`src/rtl/bpu_pkg.sv`:
```
// Constants shared by the break point unit: register map, field positions, vectors.
// Assumes a 32-bit classic Wishbone bus with byte addresses and registers of up to 16 bits in the low lanes.
package bpu_pkg;
    // Register byte offsets
    localparam logic [3:0] BPU_OFS_ADDR = 4'h0;
    localparam logic [3:0] BPU_OFS_CTRL = 4'h4;
    localparam logic [3:0] BPU_OFS_FLAG = 4'h8;
    localparam logic [3:0] BPU_OFS_IRQ_STAT = 4'hC;
    localparam logic [4:0] BPU_OFS_IRQ_MASK = 5'h10;
    // Control register fields
    localparam int BPU_CTRL_ENABLE = 7;
    localparam int BPU_CTRL_ACTIVE = 6;
    // Break flag control fields
    localparam int BPU_FLAG_CLEAR_EN = 7;
    // Interrupt status fields
    localparam int BPU_IRQ_ENTRY = 0;
    localparam int BPU_IRQ_EXIT = 1;
    // Reset values
    localparam logic [15:0] BPU_ADDR_RST = 16'h0000;
    localparam logic [7:0] BPU_CTRL_RST = 8'h00;
    localparam logic [7:0] BPU_FLAG_RST = 8'h00;
    localparam logic [1:0] BPU_IRQ_RST = 2'h0;
    // Break vectors, normal and monitor mode
    localparam logic [15:0] BPU_VEC_NORMAL = 16'hFFFC;
    localparam logic [15:0] BPU_VEC_MONITOR = 16'hFEFC;
    // Forced software interrupt opcode
    localparam logic [7:0] BPU_SOFT_INT_OPCODE = 8'h83;
endpackage : bpu_pkg
```
`src/rtl/bpu_break_point_unit.sv`:
```
// Break point unit with the break-mode handling of the system integration logic.
// Assumes the CPU core reports fetches, boundaries and interrupt returns as one-cycle pulses
// on the bus clock, and that peripherals honour the flag-clear permit output.
// Summary of operation
// - PC equal to break address off a boundary raises the breakpoint signal toward integration logic; on a boundary it enters break at once.
// - On breakpoint, the fetched instruction is replaced by the software interrupt opcode.
// - Break vector is FFFC normally, FEFC in monitor mode.
// - Writing one to the break-active bit starts a break like a match.
// - Only CPU program counter addresses are compared for address breaks.
// - Return-from-interrupt inside the break routine ends break mode.
// - In break, flags clear only when the clear-enable bit is one.
// - Flags cleared during break stay cleared afterwards.
// - Two-step clears stay blocked in break; second step after break clears normally.
// - Watchdog is held off while a break is in progress.
// - In wait or stop no address match break is produced.
module bpu_break_point_unit
(
    input wire logic clk_i,
    input wire logic rst_i,
    // Classic Wishbone slave
    input wire logic wb_cyc_i,
    input wire logic wb_stb_i,
    input wire logic wb_we_i,
    input wire logic [4:0] wb_adr_i,
    input wire logic [3:0] wb_sel_i,
    input wire logic [31:0] wb_dat_i,
    output logic [31:0] wb_dat_o,
    output logic wb_ack_o,
    // CPU core side
    input wire logic [15:0] cpu_pc_i,
    input wire logic cpu_fetch_i,
    input wire logic cpu_boundary_i,
    input wire logic cpu_rti_i,
    input wire logic [7:0] cpu_opcode_i,
    input wire logic low_power_i,
    input wire logic monitor_mode_i,
    output logic [7:0] cpu_opcode_o,
    output logic [15:0] break_vector_o,
    output logic breakpoint_signal_o,
    output logic break_mode_o,
    output logic flag_clear_permit_o,
    output logic watchdog_hold_o,
    output logic irq_o
);
    import bpu_pkg::*;

    typedef struct packed {
        logic [15:0] addr;
        logic [7:0] ctrl;
        logic [7:0] flag;
        logic [1:0] irq_stat;
        logic [1:0] irq_mask;
        logic pending;
        logic in_break;
        logic inject;
        logic ack;
        logic [31:0] rdata;
    } bpu_state_t;

    bpu_state_t st_r;
    bpu_state_t st_nxt;
    logic bus_req;
    logic bus_wr;
    logic addr_hit;
    logic sw_start;
    logic entry_ev;
    logic exit_ev;
    logic swap_now;

    // Register read mux; unmapped offsets read as zero
    function automatic logic [31:0] bpu_read(input bpu_state_t s, input logic [4:0] a);
        logic [31:0] d;
        d = 32'h0000_0000;
        unique case (a)
            {1'b0, BPU_OFS_ADDR}: d = {16'h0000, s.addr};
            {1'b0, BPU_OFS_CTRL}: d = {24'h000000, s.ctrl[7], s.in_break | s.pending, 6'h00};
            {1'b0, BPU_OFS_FLAG}: d = {24'h000000, s.flag};
            {1'b0, BPU_OFS_IRQ_STAT}: d = {30'h0, s.irq_stat};
            BPU_OFS_IRQ_MASK: d = {30'h0, s.irq_mask};
            default: d = 32'h0000_0000;
        endcase
        return d;
    endfunction

    // Bus strobe qualification, ack drops one cycle after it was given
    assign bus_req = wb_cyc_i & wb_stb_i & ~st_r.ack;
    assign bus_wr = bus_req & wb_we_i;

    // Address compare against the program counter only, gated by enable and low power
    // PC compare source
    // No match in wait or stop
    assign addr_hit = st_r.ctrl[BPU_CTRL_ENABLE] & cpu_fetch_i & ~low_power_i
                    & (cpu_pc_i == st_r.addr);

    // Software start by writing one to the break-active bit
    // Software break start
    assign sw_start = bus_wr & (wb_adr_i == {1'b0, BPU_OFS_CTRL}) & wb_sel_i[0]
                    & wb_dat_i[BPU_CTRL_ACTIVE];

    // Entry happens when a pending or same-cycle request meets an instruction boundary
    // Take at boundary
    assign entry_ev = (st_r.pending | addr_hit | sw_start) & cpu_boundary_i & ~st_r.in_break;
    assign exit_ev = st_r.in_break & cpu_rti_i & ~st_r.inject;

    always_comb
    begin
        st_nxt = st_r;
        st_nxt.ack = bus_req;
        st_nxt.rdata = bus_req ? bpu_read(st_r, wb_adr_i) : st_r.rdata;
        // Register writes on the lowest byte lanes
        if (bus_wr)
        begin
            unique case (wb_adr_i)
                {1'b0, BPU_OFS_ADDR}:
                begin
                    if (wb_sel_i[0])
                        st_nxt.addr[7:0] = wb_dat_i[7:0];
                    if (wb_sel_i[1])
                        st_nxt.addr[15:8] = wb_dat_i[15:8];
                end
                {1'b0, BPU_OFS_CTRL}:
                begin
                    if (wb_sel_i[0])
                        st_nxt.ctrl[BPU_CTRL_ENABLE] = wb_dat_i[BPU_CTRL_ENABLE];
                end
                {1'b0, BPU_OFS_FLAG}:
                begin
                    if (wb_sel_i[0])
                        st_nxt.flag[BPU_FLAG_CLEAR_EN] = wb_dat_i[BPU_FLAG_CLEAR_EN];
                end
                {1'b0, BPU_OFS_IRQ_STAT}:
                begin
                    if (wb_sel_i[0])
                        st_nxt.irq_stat = st_r.irq_stat & ~wb_dat_i[1:0];
                end
                BPU_OFS_IRQ_MASK:
                begin
                    if (wb_sel_i[0])
                        st_nxt.irq_mask = wb_dat_i[1:0];
                end
                default:
                begin
                end
            endcase
        end
        // Latch requests that arrive off a boundary so none is lost
        // Match raises breakpoint
        if ((addr_hit | sw_start) & ~st_r.in_break)
            st_nxt.pending = 1'b1;
        if (entry_ev)
        begin
            st_nxt.pending = 1'b0;
            st_nxt.in_break = 1'b1;
            // Arm the swap only when the entry cycle carried no opcode fetch
            st_nxt.inject = ~cpu_fetch_i;
        end
        // Injection lasts for one opcode fetch after entry
        if (st_r.inject & cpu_fetch_i)
            st_nxt.inject = 1'b0;
        if (exit_ev)
            st_nxt.in_break = 1'b0;
        // Events set sticky bits; set wins over a same-cycle clear
        if (entry_ev)
            st_nxt.irq_stat[BPU_IRQ_ENTRY] = 1'b1;
        if (exit_ev)
            st_nxt.irq_stat[BPU_IRQ_EXIT] = 1'b1;
        if (rst_i)
        begin
            st_nxt.addr = BPU_ADDR_RST;
            st_nxt.ctrl = BPU_CTRL_RST;
            st_nxt.flag = BPU_FLAG_RST;
            st_nxt.irq_stat = BPU_IRQ_RST;
            st_nxt.irq_mask = BPU_IRQ_RST;
            st_nxt.pending = 1'b0;
            st_nxt.in_break = 1'b0;
            st_nxt.inject = 1'b0;
            st_nxt.ack = 1'b0;
            st_nxt.rdata = 32'h0000_0000;
        end
    end

    // Single state register
    always_ff @(posedge clk_i)
    begin
        st_r <= st_nxt;
    end

    // Bus outputs
    assign wb_ack_o = st_r.ack;
    assign wb_dat_o = st_r.rdata;

    // Breakpoint request shown from match until break is entered
    assign breakpoint_signal_o = st_r.pending;
    assign break_mode_o = st_r.in_break;

    // Force software interrupt opcode
    // The opcode fetched in the entry cycle is the one at the matching address, so it is
    // swapped at once; the armed swap only covers an entry taken without a fetch.
    assign swap_now = st_r.inject | (entry_ev & cpu_fetch_i);
    assign cpu_opcode_o = swap_now ? BPU_SOFT_INT_OPCODE : cpu_opcode_i;

    assign break_vector_o = monitor_mode_i ? BPU_VEC_MONITOR : BPU_VEC_NORMAL;

    // Peripherals clear flags only with this permit; cleared flags are never restored, and a
    // second clear step is refused during break while the clear-enable bit is zero, since the permit is gated by break state.
    // Clear-enable gating
    assign flag_clear_permit_o = ~st_r.in_break | st_r.flag[BPU_FLAG_CLEAR_EN];

    assign watchdog_hold_o = st_r.in_break;

    // Level interrupt from unmasked sticky bits
    assign irq_o = |(st_r.irq_stat & st_r.irq_mask);
endmodule // bpu_break_point_unit

```
`config.mk`:
```
export PLATFORM = sky130hd
export DESIGN_NAME = bpu_break_point_unit
export DESIGN_NICKNAME = d
export VERILOG_FILES = /design/src/rtl/bpu_pkg.sv /design/src/rtl/bpu_break_point_unit.sv
export SDC_FILE = /design/constraint.sdc
export NUM_CORES = 1
export LEC_CHECK = 0
export ABC_CLOCK_PERIOD_IN_PS = 3050
export BUFFER_PORTS_ARGS = -buffer_cell sky130_fd_sc_hd__buf_2
export CORE_ASPECT_RATIO = 2
export CORE_MARGIN = 5
export CORE_UTILIZATION = 47
export CTS_CLUSTER_SIZE = 14
export DETAILED_ROUTE_END_ITERATION = 12
export PLACE_DENSITY = 0.95
export RECOVER_POWER = 25
export SYNTH_ARGS = -nofsm -noshare
export SYNTH_HDL_FRONTEND = slang
export SYNTH_SLANG_ARGS = --single-unit
```
`constraint.sdc`:
```
create_clock -name clk_i -period 3.05 [get_ports clk_i]
set_input_delay 0.1525 -clock clk_i [delete_from_list [all_inputs] [get_ports clk_i]]
set_output_delay 0.1525 -clock clk_i [all_outputs]
set_load 0.01 [all_outputs]
```
# [After elaboration in Yosys (flattened, before gate mapping)]
# Cells that the tools add are included.
# W data, S select, Z words.
[op_classes] eq_ne=5 n_mux=10 bitwise=30 reduce_logical=18
[op_table] cell="$pmux W16 S5" n=1
[op_table] cell="$reduce_and A3 Y1" n=7
[op_table] cell="$and A1 B1 Y1" n=16
[op_table] cell="$eq A16 B16 Y1" n=1
[op_table] cell="$reduce_bool A2 Y1" n=6
[op_table] cell="$eq A5 B4 Y1 const B" n=2
[op_table] cell="$mux W9" n=1
[op_table] cell="$mux W2" n=4
[op_table] cell="$mux W8" n=1
[op_table] cell="$reduce_or A2 Y1" n=4
[op_table] cell="$or A1 B1 Y1" n=6
[op_table] cell="$eq A5 B3 Y1 const B" n=1
[op_table] cell="$eq A5 B5 Y1 const B" n=1
[op_table] cell="$logic_not A5 Y1" n=1
[op_table] cell="$not A1 Y1" n=5
[op_table] cell="$and A2 B2 Y2" n=2
[op_table] cell="$mux W4" n=1
[op_table] cell="$mux W1" n=2
[op_table] cell="$not A2 Y2" n=1
[totals] register_bits=58 input_bits=75 output_inout_bits=62 wordCells=75

# [Depth between registers and ports, before layout]
[depth] depth_word=12 ltp_mapped=7

# [Worst setup path after synthesis]
# No wires, ideal clock.
[synth_path] path_kind="input to output" start="in wb_adr_i[1]" end="out cpu_opcode_o[2]" t_arrival_ns=1.570 t_required_ns=2.897 slack_ns=1.328 path_stages=6 cell_sequence="or4_1 -> buf_2 -> o41ai_4 -> a31o_2 -> a21oi_2 -> and2_1"
[synth_via] elab_chain_cells=10
[synth_lines] element="from (decl)" line="bpu_break_point_unit.sv:24" text="input wire logic [4:0] wb_adr_i,"
[synth_lines] element="$eq A5 B3 Y1" line="bpu_break_point_unit.sv:97" text="assign sw_start = bus_wr & (wb_adr_i == {1'b0, BPU_OFS_CTRL}) & wb_sel_i[0]"
[synth_lines] element="$and A1 B1 Y1 (2 in a row)" line="bpu_break_point_unit.sv:97"
[synth_lines] element="$and A1 B1 Y1" line="bpu_break_point_unit.sv:98" text="& wb_dat_i[BPU_CTRL_ACTIVE];"
[synth_lines] element="$or A1 B1 Y1" line="bpu_break_point_unit.sv:102" text="assign entry_ev = (st_r.pending | addr_hit | sw_start) & cpu_boundary_i & ~st_r.in_break;"
[synth_lines] element="$and A1 B1 Y1 (2 in a row)" line="bpu_break_point_unit.sv:102"
[synth_lines] element="$and A1 B1 Y1" line="bpu_break_point_unit.sv:199" text="assign swap_now = st_r.inject | (entry_ev & cpu_fetch_i);"
[synth_lines] element="$or A1 B1 Y1" line="bpu_break_point_unit.sv:199"
[synth_lines] element="$mux W8" line="bpu_break_point_unit.sv:200" text="assign cpu_opcode_o = swap_now ? BPU_SOFT_INT_OPCODE : cpu_opcode_i;"
[synth_lines] element="to (decl)" line="bpu_break_point_unit.sv:37" text="output logic [7:0] cpu_opcode_o,"
# No other way between the ends.

# [Worst setup path after layout]
[layout_path] start="reg st_r[60] (netlist name)" end="out cpu_opcode_o[3]"
[layout_via] elab_chain_cells=9
[layout_lines] element="from (decl)" line="bpu_break_point_unit.sv:60" text="bpu_state_t st_r;"
[layout_lines] element="from (signal assigned)" line="bpu_break_point_unit.sv:185" text="st_r <= st_nxt;"
[layout_lines] element="$eq A16 B16 Y1" line="bpu_break_point_unit.sv:93" text="& (cpu_pc_i == st_r.addr);"
[layout_lines] element="$and A1 B1 Y1" line="bpu_break_point_unit.sv:93"
[layout_lines] element="$or A1 B1 Y1 (2 in a row)" line="bpu_break_point_unit.sv:102"
[layout_lines] element="$and A1 B1 Y1 (2 in a row)" line="bpu_break_point_unit.sv:102"
[layout_lines] element="$and A1 B1 Y1" line="bpu_break_point_unit.sv:199"
[layout_lines] element="$or A1 B1 Y1" line="bpu_break_point_unit.sv:199"
[layout_lines] element="$mux W8" line="bpu_break_point_unit.sv:200"
# No other way between the ends.

==> results.txt <==
Status - finished clean
Post-CTS Setup Bufs - 0
Hold buffer count at cts - 0
GP Congestion - 0.793
VDD IR max - 0.377 mV
Pin count of the biggest net entering global routing - 43
Core area - 4820 sq um
Switching share of power - 0.234
Pins Over Slew Limit - 0
Clk buf depth - 2
Worst-path fanout max - 8
First-pass GRT wire length - 8.69 mm
Flops & latches, synth - 42
Starting DRC count in detailed routing - 60
Most common cell after layout, fill and taps aside - buf_2
PostCTS Resize Cnt - 0
Register area share after synthesis - 0.363
Internal - 0.000827 W
CTS tree - yes
Detailed-route via count - 2,054
Post-synth top flop - dfxtp_1
CTS root buf - clkbuf_8
Final hold vios - 0
# IOs - 137
Commonest non-fill, non-tap cells in the layout - buf_2, dfxtp_1, nand2_1
Ys async rst share - 0
Wirelength, routed - 5.85 mm
Starting Density - 0.480
Max-cap violation count - 0
Layout cells sized above 1 - 0.251
Critical Path Source Type - flop
CTS HTree Levels - 2
# clock sinks - 42
1st-pass router iterations - 4
Layout Nets - 425
Full die area - 6510 sq um
Die height - 109 microns
Fin cells - 408
Rows - 36
CTS Buf Count - 5
Vias in the first global route - 1,882
CP required - 2900 ps
GRT Overall Usage - 0.176
Worst-margin pin slew - 810 ps
Antenna diodes - 0
Critical path endpoint category - output port
Clk_skew - 2.48 ps
Number of enable flip-flop cells after synthesis - 0
Post-layout minimum cycle time - 2240 ps
Yosys cell types - 38
Vias per cell - 5.03
WS Path Type - flop to output port
Sum Neg Setup Slack - 0 ps
DPL Wire Length - 4.66 mm
Placed insts - 400
RSZ-0062 raised after global routing - no
Endpoints failing setup - 0
Logic gate share of total power - 0.114
GRT Residual Overflow - 0
Die width - 59.6 microns
Critical path data arrival time - 2090 ps
Initial antenna violation count - 0
Switching power - 0.000253 W
# DRC - 0
Yosys warns - 0
Type of the worst min-delay path - primary input to flop
Final period util - 0.735
Synth top area cells - dfxtp_1, buf_4, nand2_1
Fmax - 446 MHz
Yosys top cell area share - 0.363
Final ANT Viol Nets - 0
DR WL/cell - 14.3 microns
Port buffer count - 87
Share of total power in sequential cells - 0.511
Gate Count Post-Synth - 285
Area leader, netlist - dfxtp_1
P_leak - 1.11 nW
Worst-Skew Late Latency - 280 ps
Clock Power Share - 0.375
Slew margin rel. - 0.460
Clock slew at reported path FFs - 70 ps
Avg Cell Area, Syn - 8.12 sq um
Power density over cell area - 412 nW/um^2
Area Overhead vs Synth - 13.4%
Mapped Area - 2310 sq um
synthesized netlist by cell type (all sizes together) (2+ instances only):
| cell | number |
|---|---|
| a21oi | 21 |
| dfxtp | 42 |
| and2 | 5 |
| clkbuf | 7 |
| nand2b | 4 |
| nand2 | 40 |
| nand3 | 7 |
| nand4 | 3 |
| mux2i | 5 |
| nor3 | 9 |
| a221oi | 2 |
| buf | 53 |
| nor2 | 30 |
| conb | 2 |
| nor4 | 2 |
| and3 | 2 |
| nand3b | 2 |
| xnor2 | 15 |
| inv | 5 |
| mux2 | 2 |
| a2111oi | 4 |
| a22oi | 12 |
registers in the layout (all words and copies together) (netlist names):
signal               count
breakpoint_signal_o      1
wb_ack_o                 1
wb_dat_o                16
st_r                    23
break_mode_o             1
worst max-delay path: stages, from the launching register on:
cell     delay (ps)
dfxtp_1         340
xnor2_1         200
nand4_1         150
nor3_1          550
a21oi_2         210
and2_1          220
buf_2           130
worst paths after layout:
check	startpoint	endpoint	slack, ps	cells past startpoint
max	st_r[60]	cpu_opcode_o[3]	810	6
min	cpu_fetch_i	st_r[33]	70	2
max reg2reg	st_r[60]	st_r[33]	1190	5
min reg2reg	wb_dat_o[7]	wb_dat_o[7]	450	2
through the flow:
stage / hold slack [ps] / cell area [sq um] / setup WS (ps) / total power [W] / utilization
detailed placement: 373 / 2530 / 923 / 0.000687 / 0.526
global placement: 366 / 2530 / 965 / 0.000684 / 0.526
CTS: 60.3 / 2650 / 756 / 0.00109 / 0.549
floorplan: 221 / 2420 / 1330 / 0.000660 / -
finish: 70.0 / 2620 / 808 / 0.00108 / 0.544
global route: 74.5 / 2620 / 650 / 0.00113 / 0.544
cell families (layout without fill, tap and decap cells):
family / after synthesis / in the layout / synth area share
AO/OA/AOI/OAI: 45 / 45 / 0.144
XOR/XNOR: 16 / 16 / 0.0606
buffers and inverters: 65 / 102 / 0.185
flip-flops: 42 / 42 / 0.363
multiplexers: 7 / 7 / 0.0314
other: 2 / 31 / 0.00325
AND/OR/NAND/NOR: 108 / 108 / 0.213
metal layers:
layer | share of wire | track usage
met5 | 0 | 0
met4 | 0.026 | 0.0808
met3 | 0.081 | 0.0332
met2 | 0.55 | 0.330
met1 | 0.34 | 0.179
cell type report:
cell class                 count  area (sq um)
fill                         465          2200
inverter                       5          18.8
multi-input combinational    207          1150
tap                           57          71.3
sequential                    42           841
timing repair buffer          89           428
clock buffer                   8           110
power groups by stage:
stage | clock network, W | logic [W] | registers (W)
finish | 0.000405 | 0.000123 | 0.000552
floorplan | 0 | 0.0000949 | 0.000565
detailed placement | 0 | 0.000122 | 0.000565
global route | 0.000444 | 0.000134 | 0.000552
CTS | 0.000417 | 0.000123 | 0.000552
global placement | 0 | 0.000120 | 0.000564
Power figures use the tool's default switching activity.
